===== config.mk =====
export PLATFORM = sky130hd
export DESIGN_NAME = ctm_timer
export DESIGN_NICKNAME = d
export VERILOG_FILES = /design/src/design/ctm_timer.v
export VERILOG_INCLUDE_DIRS = /design/src /design/src/design
export SDC_FILE = /design/constraint.sdc
export NUM_CORES = 1
export LEC_CHECK = 0
export ABC_CLOCK_PERIOD_IN_PS = 2830
export BUFFER_PORTS_ARGS = -buffer_cell sky130_fd_sc_hd__buf_2
export CAP_MARGIN = 40
export CORE_MARGIN = 3
export CORE_UTILIZATION = 40
export DETAILED_ROUTE_END_ITERATION = 12
export GPL_TIMING_DRIVEN = 0
export PLACE_DENSITY = 0.7
export SYNTH_ARGS = -nofsm -noshare
export SYNTH_HDL_FRONTEND = slang
export SYNTH_SLANG_ARGS = --single-unit

===== constraint.sdc =====
create_clock -name clk_i -period 2.83 [get_ports clk_i]
set_input_delay 0.283 -clock clk_i [delete_from_list [all_inputs] [get_ports clk_i]]
set_output_delay 0.283 -clock clk_i [all_outputs]
set_load 0.005 [all_outputs]

===== src/design/ctm_defs.vh =====
/*
 * Constants of the compact timer: register offsets, field positions,
 * reset values and divider counts.
 * Assumes a 32-bit Wishbone register bus with byte addresses.
 */
`ifndef CTM_DEFS_VH
`define CTM_DEFS_VH

// ----------------------------------------------------------------
// Register byte offsets
// ----------------------------------------------------------------
`define CTM_OFS_CTRL0     8'h00
`define CTM_OFS_CTRL1     8'h04
`define CTM_OFS_CNT_LO    8'h08
`define CTM_OFS_CNT_HI    8'h0C
`define CTM_OFS_CMP_LO    8'h10
`define CTM_OFS_CMP_HI    8'h14
`define CTM_OFS_PIN_SEL   8'h18
`define CTM_OFS_INT_STAT  8'h1C
`define CTM_OFS_INT_MASK  8'h20
`define CTM_OFS_OUT_INV   8'h24

// ----------------------------------------------------------------
// Control register 0 fields
// ----------------------------------------------------------------
`define CTM_C0_PAUSE      7
`define CTM_C0_CKSEL_HI   6
`define CTM_C0_CKSEL_LO   4
`define CTM_C0_ON         3
`define CTM_C0_PER_HI     2
`define CTM_C0_PER_LO     0

// ----------------------------------------------------------------
// Control register 1 fields
// ----------------------------------------------------------------
`define CTM_C1_MODE_HI    7
`define CTM_C1_MODE_LO    6
`define CTM_C1_IO_HI      5
`define CTM_C1_IO_LO      4
`define CTM_C1_OC         3
`define CTM_C1_POL        2
`define CTM_C1_DPX        1
`define CTM_C1_CCLR       0

// ----------------------------------------------------------------
// Modes, output actions and clock selections
// ----------------------------------------------------------------
`define CTM_MODE_CMP      2'h0
`define CTM_MODE_PWM      2'h2
`define CTM_MODE_TMR      2'h3
`define CTM_IO_NONE       2'h0
`define CTM_IO_LOW        2'h1
`define CTM_IO_HIGH       2'h2
`define CTM_IO_TOGGLE     2'h3
`define CTM_CK_SYS4       3'h0
`define CTM_CK_SYS        3'h1
`define CTM_CK_H16        3'h2
`define CTM_CK_H64        3'h3
`define CTM_CK_TBC        3'h4
`define CTM_CK_OFF        3'h5
`define CTM_CK_PIN_RISE   3'h6
`define CTM_CK_PIN_FALL   3'h7

// ----------------------------------------------------------------
// Interrupt status bits
// ----------------------------------------------------------------
`define CTM_INT_CMP       0
`define CTM_INT_PER       1

// ----------------------------------------------------------------
// Reset values and pin-select variants
// ----------------------------------------------------------------
`define CTM_CTRL_RST      8'h00
`define CTM_CMP_RST       10'h000
`define CTM_PSEL_MASK_S   8'h30
`define CTM_PSEL_RST_S    8'h10
`define CTM_PSEL_MASK_M   8'h33
`define CTM_PSEL_RST_M    8'h11
`define CTM_PSEL_MASK_F   8'hF3
`define CTM_PSEL_RST_F    8'h93

// ----------------------------------------------------------------
// Divider counts and counter geometry
// ----------------------------------------------------------------
`define CTM_DIV_SYS4      4
`define CTM_DIV_H16       16
`define CTM_DIV_H64       64
`define CTM_CNT_MAX       10'h3FF
`define CTM_PER_STEP      7

`endif


===== src/design/ctm_timer.v =====
/*
 * Compact 10-bit timer with pin-select register, Wishbone slave.
 * Assumes synchronous pin inputs, one clock, high clock equal to clk_i.
 */
// Design decisions made here: the register offsets and register access over Wishbone.
// Behaviour
// - Set pin-select bit routes its pin to the timer, clear keeps other use.
// - Unimplemented pin-select bits ignore writes and read as zero.
// - Port data bits optionally invert the timer output on each pin.
// - High bytes accessed directly; low bytes through one 8-bit buffer.
// - Low compare write fills buffer; high write copies buffer to low byte.
// - High byte read latches low byte into buffer; low read returns buffer.
// - A 10-bit up-counter advances on each selected clock tick.
// - Period compares all ten bits of the next count with per x 128; duty compares all ten.
// - No counter write path; cleared on timer-on rising edge, on the clear event or on overflow.
// - Overflow, or period match (compare match if CCLR set), clears counter and raises interrupt.
// - Modes: compare match output, timer/event counter, PWM output.
// - One external clock input, two outputs, equal or inverted.
// - Counter is a read-only pair; duty compare is a read/write pair.
// - Two control registers hold mode, control and period bits.
// - Clock select: sys/4, sys, high/16, high/64, base, pin edges; 101 off.
// - Period matches every per x 128 ticks; period zero runs to overflow.
`timescale 1ns/10ps
`default_nettype none
`include "ctm_defs.vh"

module ctm_timer #(
   parameter [1:0] PSEL_VARIANT = 2'h2
) (
   // System
   input wire clk_i,
   input wire rst_i,
   // Wishbone slave
   input wire cyc_i,
   input wire stb_i,
   input wire we_i,
   input wire [7:0] adr_i,
   input wire [3:0] sel_i,
   input wire [31:0] dat_i,
   output reg [31:0] dat_o,
   output wire ack_o,
   // Clock sources
   input wire tbc_tick_i,
   input wire timer0_ext_clock_pin_i,
   // Shared output pins: other function
   input wire [1:0] alt_out_i,
   input wire [1:0] alt_oe_i,
   // Shared output pins
   output wire timer0_output_pin0_o,
   output wire timer0_output_pin0_oe_o,
   output wire timer0_output_pin1_o,
   output wire timer0_output_pin1_oe_o,
   // Pin enables for the second timer's pins
   output wire [3:0] timer1_pin_en_o,
   // Interrupt
   output wire irq_o
);

   // ----------------------------------------------------------------
   // Pin-select variant
   // ----------------------------------------------------------------
   localparam [7:0] PSEL_MASK = (PSEL_VARIANT == 2'h0) ? `CTM_PSEL_MASK_S :
      (PSEL_VARIANT == 2'h1) ? `CTM_PSEL_MASK_M : `CTM_PSEL_MASK_F;
   localparam [7:0] PSEL_RST = (PSEL_VARIANT == 2'h0) ? `CTM_PSEL_RST_S :
      (PSEL_VARIANT == 2'h1) ? `CTM_PSEL_RST_M : `CTM_PSEL_RST_F;

   // ----------------------------------------------------------------
   // Registers
   // ----------------------------------------------------------------
   reg [7:0] ctrl0_q;
   reg [7:0] ctrl1_q;
   reg [9:0] duty_q;
   reg [7:0] lo_buf_q;
   reg [7:0] pin_sel_q;
   reg [1:0] int_stat_q;
   reg [1:0] int_mask_q;
   reg [1:0] out_inv_q;
   reg ack_q;
   reg [9:0] cnt_q;
   reg on_q;
   reg tout_q;
   reg pin_q;
   reg [5:0] div_q;

   wire [2:0] ck_sel = ctrl0_q[`CTM_C0_CKSEL_HI:`CTM_C0_CKSEL_LO];
   wire [2:0] per = ctrl0_q[`CTM_C0_PER_HI:`CTM_C0_PER_LO];
   wire [1:0] mode = ctrl1_q[`CTM_C1_MODE_HI:`CTM_C1_MODE_LO];
   wire [1:0] io = ctrl1_q[`CTM_C1_IO_HI:`CTM_C1_IO_LO];
   wire oc = ctrl1_q[`CTM_C1_OC];
   wire timer_on = ctrl0_q[`CTM_C0_ON];

   // ----------------------------------------------------------------
   // Bus decode
   // ----------------------------------------------------------------
   wire acc = cyc_i & stb_i & ~ack_q;
   wire wr = acc & we_i & sel_i[0];
   wire rd = acc & ~we_i;
   wire hit_c0 = adr_i == `CTM_OFS_CTRL0;
   wire hit_c1 = adr_i == `CTM_OFS_CTRL1;
   wire hit_cl = adr_i == `CTM_OFS_CNT_LO;
   wire hit_ch = adr_i == `CTM_OFS_CNT_HI;
   wire hit_al = adr_i == `CTM_OFS_CMP_LO;
   wire hit_ah = adr_i == `CTM_OFS_CMP_HI;
   wire hit_ps = adr_i == `CTM_OFS_PIN_SEL;
   wire hit_is = adr_i == `CTM_OFS_INT_STAT;
   wire hit_im = adr_i == `CTM_OFS_INT_MASK;
   wire hit_oi = adr_i == `CTM_OFS_OUT_INV;

   assign ack_o = ack_q;

   always @(posedge clk_i) begin
      if (rst_i) begin
         ack_q <= 1'b0;
      end else begin
         ack_q <= acc;
      end
   end

   // ----------------------------------------------------------------
   // Clock source selection
   // ----------------------------------------------------------------
   always @(posedge clk_i) begin
      if (rst_i) begin
         div_q <= 6'h00;
         pin_q <= 1'b0;
      end else begin
         div_q <= div_q + 6'h01;
         pin_q <= timer0_ext_clock_pin_i;
      end
   end

   reg tick;
   always @* begin
      tick = 1'b0;
      case (ck_sel)
         `CTM_CK_SYS4: tick = div_q[1:0] == 2'h3;
         `CTM_CK_SYS: tick = 1'b1;
         `CTM_CK_H16: tick = div_q[3:0] == 4'hF;
         `CTM_CK_H64: tick = div_q == 6'h3F;
         `CTM_CK_TBC: tick = tbc_tick_i;
         `CTM_CK_OFF: tick = 1'b0;
         `CTM_CK_PIN_RISE: tick = timer0_ext_clock_pin_i & ~pin_q;
         `CTM_CK_PIN_FALL: tick = ~timer0_ext_clock_pin_i & pin_q;
         default: tick = 1'b0;
      endcase
   end

   // ----------------------------------------------------------------
   // Counter and comparators
   // ----------------------------------------------------------------
   wire run = timer_on & ~ctrl0_q[`CTM_C0_PAUSE] & tick;
   wire on_rise = timer_on & ~on_q;
   wire [9:0] cnt_nx = cnt_q + 10'h001;
   wire per_hit = (per == 3'h0) ? (cnt_q == `CTM_CNT_MAX) :
      (cnt_nx == {per, 7'h00});
   wire cmp_hit = (duty_q == 10'h000) ? (cnt_q == `CTM_CNT_MAX) :
      (cnt_nx == duty_q);
   wire per_ev = run & per_hit;
   wire cmp_ev = run & cmp_hit;
   wire clr_ev = ctrl1_q[`CTM_C1_CCLR] ? cmp_ev : per_ev;

   always @(posedge clk_i) begin
      if (rst_i) begin
         cnt_q <= 10'h000;
         on_q <= 1'b0;
      end else begin
         on_q <= timer_on;
         if (on_rise) begin
            cnt_q <= 10'h000;
         end else if (clr_ev | (run & cnt_q == `CTM_CNT_MAX)) begin
            cnt_q <= 10'h000;
         end else if (run) begin
            cnt_q <= cnt_nx;
         end
      end
   end

   // ----------------------------------------------------------------
   // Output waveform
   // ----------------------------------------------------------------
   always @(posedge clk_i) begin
      if (rst_i) begin
         tout_q <= 1'b0;
      end else if (mode == `CTM_MODE_CMP) begin
         if (on_rise) begin
            tout_q <= oc;
         end else if (cmp_ev) begin
            case (io)
               `CTM_IO_LOW: tout_q <= 1'b0;
               `CTM_IO_HIGH: tout_q <= 1'b1;
               `CTM_IO_TOGGLE: tout_q <= ~tout_q;
               default: tout_q <= tout_q;
            endcase
         end
      end else if (mode == `CTM_MODE_PWM) begin
         case (io)
            `CTM_IO_NONE: tout_q <= ~oc;
            `CTM_IO_LOW: tout_q <= oc;
            `CTM_IO_HIGH: tout_q <= (cnt_q < duty_q) ? oc : ~oc;
            default: tout_q <= tout_q;
         endcase
      end
   end

   wire tout = tout_q ^ ctrl1_q[`CTM_C1_POL];
   wire pin_en0 = pin_sel_q[0];
   wire pin_en1 = pin_sel_q[1];

   assign timer0_output_pin0_o = pin_en0 ? (tout ^ out_inv_q[0]) :
      alt_out_i[0];
   assign timer0_output_pin1_o = pin_en1 ? (tout ^ out_inv_q[1]) :
      alt_out_i[1];
   assign timer0_output_pin0_oe_o = pin_en0 | alt_oe_i[0];
   assign timer0_output_pin1_oe_o = pin_en1 | alt_oe_i[1];
   assign timer1_pin_en_o = pin_sel_q[7:4];

   // ----------------------------------------------------------------
   // Register writes and buffered pair access
   // ----------------------------------------------------------------
   always @(posedge clk_i) begin
      if (rst_i) begin
         ctrl0_q <= `CTM_CTRL_RST;
         ctrl1_q <= `CTM_CTRL_RST;
         duty_q <= `CTM_CMP_RST;
         lo_buf_q <= 8'h00;
         pin_sel_q <= PSEL_RST;
         int_mask_q <= 2'h0;
         out_inv_q <= 2'h0;
      end else begin
         if (wr & hit_c0) begin
            ctrl0_q <= dat_i[7:0];
         end
         if (wr & hit_c1) begin
            ctrl1_q <= dat_i[7:0];
         end
         if (wr & hit_al) begin
            lo_buf_q <= dat_i[7:0];
         end
         if (wr & hit_ah) begin
            duty_q <= {dat_i[1:0], lo_buf_q};
         end
         if (rd & hit_ch) begin
            lo_buf_q <= cnt_q[7:0];
         end
         if (rd & hit_ah) begin
            lo_buf_q <= duty_q[7:0];
         end
         if (wr & hit_ps) begin
            pin_sel_q <= dat_i[7:0] & PSEL_MASK;
         end
         if (wr & hit_im) begin
            int_mask_q <= dat_i[1:0];
         end
         if (wr & hit_oi) begin
            out_inv_q <= dat_i[1:0];
         end
      end
   end

   // ----------------------------------------------------------------
   // Interrupt status, set wins over write-one clear
   // ----------------------------------------------------------------
   wire [1:0] int_clr = (wr & hit_is) ? dat_i[1:0] : 2'h0;
   wire [1:0] int_set = {per_ev, cmp_ev};

   always @(posedge clk_i) begin
      if (rst_i) begin
         int_stat_q <= 2'h0;
      end else begin
         int_stat_q <= (int_stat_q & ~int_clr) | int_set;
      end
   end

   assign irq_o = |(int_stat_q & int_mask_q);

   // ----------------------------------------------------------------
   // Read data
   // ----------------------------------------------------------------
   reg [7:0] rd_val;
   always @* begin
      rd_val = 8'h00;
      case (adr_i)
         `CTM_OFS_CTRL0: rd_val = ctrl0_q;
         `CTM_OFS_CTRL1: rd_val = ctrl1_q;
         `CTM_OFS_CNT_LO: rd_val = lo_buf_q;
         `CTM_OFS_CNT_HI: rd_val = {6'h00, cnt_q[9:8]};
         `CTM_OFS_CMP_LO: rd_val = lo_buf_q;
         `CTM_OFS_CMP_HI: rd_val = {6'h00, duty_q[9:8]};
         `CTM_OFS_PIN_SEL: rd_val = pin_sel_q & PSEL_MASK;
         `CTM_OFS_INT_STAT: rd_val = {6'h00, int_stat_q};
         `CTM_OFS_INT_MASK: rd_val = {6'h00, int_mask_q};
         `CTM_OFS_OUT_INV: rd_val = {6'h00, out_inv_q};
         default: rd_val = 8'h00;
      endcase
   end

   always @(posedge clk_i) begin
      if (rst_i) begin
         dat_o <= 32'h00000000;
      end else if (rd) begin
         dat_o <= {24'h000000, rd_val};
      end
   end

endmodule // ctm_timer
`default_nettype wire

; After elaboration in Yosys (flattened, before gate mapping)
; Cells that the tools add are included.
[word_totals]
elab_cells = 118
reg_bits = 74
output_inout_bits = 42
inputBits = 55
[classes]
reduce_logical = 13
eq_ne = 28
magnitude_cmp = 1
n_mux = 18
n_bitwise = 41
add_sub_neg = 2
[ops]
columns = cell, count
row1 = one-hot mux 8 bit (9 select lines), 1
row2 = == test 8 x 5 -> 1 bit (second input constant), 4
row3 = two-way mux 8 bit, 3
row4 = bitwise AND 1 bit, 23
row5 = == test 10 bit, 2
row6 = == test 8 x 4 -> 1 bit (second input constant), 2
row7 = == test 8 x 6 -> 1 bit (second input constant), 2
row8 = == test 3 bit (second input constant), 4
row9 = adder 10 x 1 -> 10 bit (second input constant), 1
row10 = == test 10 bit (second input constant), 1
row11 = zero test 10 bit, 1
row12 = < comparator 10 bit, 1
row13 = two-way mux 1 bit, 10
row14 = == test 2 bit (second input constant), 4
row15 = == test 8 x 3 -> 1 bit (second input constant), 1
row16 = zero test 8 bit, 1
row17 = inverter 1 bit, 8
row18 = one-hot mux 1 bit (8 select lines), 1
row19 = adder 6 x 1 -> 6 bit (second input constant), 1
row20 = == test 3 x 2 -> 1 bit (second input constant), 2
row21 = == test 6 bit (second input constant), 1
row22 = zero test 3 bit, 2
row23 = one-hot mux 1 bit (3 select lines), 2
row24 = != test 5 x 2 -> 1 bit (second input constant), 1
row25 = other kinds (17), 24

; Longest topological paths before layout
[logic_depth]
depth_word = 9
depth_mapped = 9
depth_no_buf = 9

; Least setup slack after synthesis
; No wires, ideal clock.
[synth_timing]
kind = register -> register
startpoint = register cnt_q[0]
endpoint = register cnt_q[0]
arrival_ps = 2104
required_ps = 2701
path_buffers = 1
stages_incl_launch_ff = 10
setup_slack_ps = 597
setup_ps = 129
synth_period_minus_slack_ps = 2233
path_cell_list = dfxtp_1 -> ha_1 -> and3_1 -> buf_4 -> and3_1 -> xnor2_1 -> nor4_2 -> o2111ai_2 -> a22oi_4 -> a21oi_1
[synth_between]
elab_chain_cells = 7
word_cells_on_any_way = 12
classes_between = add/sub (1) / eq/ne (3) / mux (3) / bitwise (4) / reduce/logical (1)
[synth_lines]
columns = element, line_no
row1 = start: declaration, ctm_timer.v:79  ; reg [9:0] cnt_q;
row2 = start signal: assignment, ctm_timer.v:173  ; cnt_q <= cnt_nx;
row3 = adder 10 x 1 -> 10 bit, ctm_timer.v:153  ; wire [9:0] cnt_nx = cnt_q + 10'h001;
row4 = "== test 10 bit, on equally long branches", "ctm_timer.v:155, ctm_timer.v:157"
row5 = "two-way mux 1 bit, on equally long branches", "ctm_timer.v:154, ctm_timer.v:156"
row6 = "bitwise AND 1 bit, on equally long branches", "ctm_timer.v:158, ctm_timer.v:159"
row7 = two-way mux 1 bit, ctm_timer.v:160  ; wire clr_ev = ctrl1_q[`CTM_C1_CCLR] ? cmp_ev : per_ev;
row8 = OR 1 bit, ctm_timer.v:170  ; end else if (clr_ev | (run & cnt_q == `CTM_CNT_MAX)) begin
row9 = OR reduction 3 bit (no source line), n/a
; Parallel ways exist; a longest one is shown, timed or not.
; A chain may end at the register's enable or synchronous reset.

; Worst setup path after layout
[layout_timing]
startpoint = register cnt_q[1]
endpoint = register cnt_q[1]
; The elaborated chain is that of the path after synthesis.

==> reports/results.tsv <==
stage	metric	value	unit
timing	clk_skew	8.833	ps
timing	post-route minimum period	2605	ps
cts	H-tree depth	3	
cts	Sink Count	74	
finish	ant diodes	0	
place	Placed Instance Area	5032	µm²
timing	FMAX	383.9	MHz
die	initial core utilization	0.4141	
timing	RSZ-0062 raised after global routing	false	
synth	leading area contributor after synthesis	dfxtp_1	
timing	Setup-failing EPs final	0	
die	Row Count	38	
place	Post-Place Worst Slack	100.5	ps
grt	first-pass GRT wire length	20.78	mm
timing	period utilization	0.9204	
place	HPWL Detailed	9.696	mm
detailed_routing	DR iter-0 viols	336	
place	I/O Buffers	43	
setup_path	Crit-path slowest cell	dfxtp_1	
finish	Area growth, synth to finish	18.13	%
detailed_routing	DR WL/cell	16.96	µm
detailed_routing	final WL	13.07	mm
timing	Max Slew Vio Count	0	
timing	max-slew headroom at the worst pin	0.5265	
grt	vias in the first global route	4021	
synth	share of the synthesized area in the top cell type	0.3257	
synth	mapped cell area	4548	µm²
timing	setup ws final	225.3	ps
setup_path	worst path required time	3040	ps
timing	setup TNS	0	ps
cts	total CTS buffers	9	
die	Die Height	112.6	µm
finish	Final Cell Area	5373	µm²
setup_path	CP bufs+invs	1	
grt	GRT overflow	0	
cts	CTS tree	done	
flow_run	MaxCap Viol Count	0	
synth	Synth Register Bits	74	
cts	Hold Buf Count CTS	0	
setup_path	CP startpoint kind	flop	
cts	Clock transition at path regs	60	ps
detailed_routing	via count	4255	
finish	layout cells sized above 1	0.1997	
synth	top_reg_cell synth	dfxtp_1	
finish	fin nets	698	
setup_path	Worst EP arrival	2810	ps
power	Worst IR Drop VDD	0.3441	mV
synth	EDFF count, synth	0	
finish	Finished Core Util	0.4892	
detailed_routing	Antenna Violating Nets Remaining	0	
synth	Avg Cell Area, Syn	8.330	µm²
place	GPL Wtd Cong	0.9369	
setup_path	ordered cell list for the critical path	ha_2, nand3_1, nor4_1, a2bb2oi_1, a31oi_1, o2111ai_1, a22oi_4, buf_12, a21oi_1	
hold_path	worst hold path type	input port to flop	
die	Core Area	10980	µm²
cts	Clock Latency Late Sink	340	ps
timing	Worst Tran Pin Value	707.7	ps
grt	initial antenna violation count	0	
detailed_routing	DRC	0	
setup_path	maximum fanout along the worst path	10	
synth	post-synthesis cell count	546	
finish	commonest non-fill, non-tap cell in the layout	dfxtp_1	
die	die width	112.6	µm
grt	largest net degree at the start of global routing	16	
setup_path	cell family with most CP delay	compound AO/OA/AOI/OAI gates	
setup_path	CP max stage delay	520	ps
synth	unique cell type count in the Yosys netlist	60	
power	P_leak	2.046	nW
detailed_routing	drt first pass iters	7	
die	die area	12690	µm²
synth	sequential element share of the synthesized area	0.3257	
power	PwrDens	443.7	nW/µm²
synth	Ys Warns	0	
detailed_routing	Via density	5.519	
die	num ports	97	
cts	CTS Root Cell	clkbuf_16	
synth	largest cells by area after synthesis	dfxtp_1, mux2i_1, nor2_1	
synth	FFs w/ async S/R, synth	0	
run_status	outcome	completed	
setup_path	Crit Path Class	flop to flop	
timing	Final Hold Fails	0	
grt	gr usage total	0.2051	
timing	Worst Hold Slack	187.4	ps
cts	clock buffer depth	2	
setup_path	Crit. End Element	flop	
finish	commonest non-fill, non-tap cells in the layout	dfxtp_1, nor2_1, buf_2	
state kept, by name, summed over array words and instances (netlist names):
register / cells
lo_buf_q: 8
cnt_q: 10
div_q: 6
ack_o: 1
on_q: 1
int_mask_q: 2
int_stat_q: 2
pin_sel_q: 6
out_inv_q: 2
ctrl1_q: 8
pin_q: 1
duty_q: 10
tout_q: 1
dat_o: 8
ctrl0_q: 8
worst paths after layout:
path / start / endpoint / slack, ps / depth (start not counted)
worst max-delay path: cnt_q[1] / cnt_q[1] / 230 / 9
worst min-delay path: timer0_ext_clock_pin_i / pin_q / 190 / 2
worst max register to register: cnt_q[1] / cnt_q[1] / 230 / 9
worst min register to register: div_q[0] / div_q[0] / 460 / 1
final cells by class:
class / count / area [µm²]
Fill cell: 1051 / 5610
Multi-Input combinational cell: 426 / 2758
Sequential cell: 74 / 1481
Clock buffer: 9 / 225.2
Clock inverter: 7 / 83.83
Inverter: 15 / 56.30
Tap cell: 140 / 175.2
Timing Repair Buffer: 46 / 250.2
Buffer: 54 / 342.8
cell families after synthesis:
logic type	after synthesis	synth area share
AO/OA/AOI/OAI	105	0.1618
multiplexers	42	0.09409
AND/OR/NAND/NOR	209	0.2256
XOR/XNOR	29	0.05750
flip-flops	74	0.3257
adder cells (fa/ha/maj)	17	0.04677
buffers and inverters	69	0.08776
other	1	0.0008245
synth_stat cells, types with 2 or more instances:
library cell	number
o21ai_0	8
xnor2_1	16
a31oi_1	8
buf_4	31
a22o_1	5
and3_1	10
nand4_1	5
a221oi_1	4
nor2b_1	11
a2bb2oi_1	2
o31ai_1	4
nand2_1	48
or3_1	3
nand4b_1	2
mux2_2	6
a21oi_1	32
nor3b_1	2
a211o_1	4
a22oi_1	8
nand3_1	18
ha_1	17
o211ai_1	7
a2111oi_0	3
inv_1	15
a21o_1	2
o21a_1	3
dfxtp_1	74
or2_2	5
mux2i_1	36
xor2_1	12
nand3b_1	3
nor2_1	73
a211oi_1	4
a222oi_1	2
a31o_1	2
nor4_1	4
buf_2	7
nand2b_1	4
clkbuf_1	14
buf_6	2
nor3_1	9
nor3_2	3
worst reg2reg max path, stage by stage, from the launching register on:
cell       delay (ps)
dfxtp_1           520
ha_2              330
nand3_1           240
nor4_1            340
a2bb2oi_1         100
a31oi_1           230
o2111ai_1         240
a22oi_4           270
buf_12            150
a21oi_1            60
where the power goes:
group | total [W] | switching [W] | internal (W) | leakage (nW)
combinational | 0.000133 | 0.0000770 | 0.0000564 | 1.30
clock | 0.00120 | 0.000500 | 0.000700 | 0.149
sequential | 0.00105 | 0.00000364 | 0.00105 | 0.597
total | 0.00238 | 0.000581 | 0.00180 | 2.05
per-layer routing:
layer  vias up  wire length (µm)  track usage
li1       2036                 -            -
met5         -                 0            0
met4         0               339      0.07933
met3        30               903      0.03720
met2       187              6130       0.3318
met1      2002              5701       0.2714
timing repair:
item                                    in CTS  in global routing
gates resized for setup                      0                  2
endpoints found under the setup margin       0                 10
endpoints found under the hold margin        0                  0
buffers inserted                             0                  1
metrics by stage:
step                      cells  power (W)
after floorplan             569   0.001151
after detailed placement    753   0.001201
after CTS                   769   0.002388
after global routing        771   0.002451
after global placement      752   0.001198
final                       771   0.002384
Power figures use the tool's default switching activity.
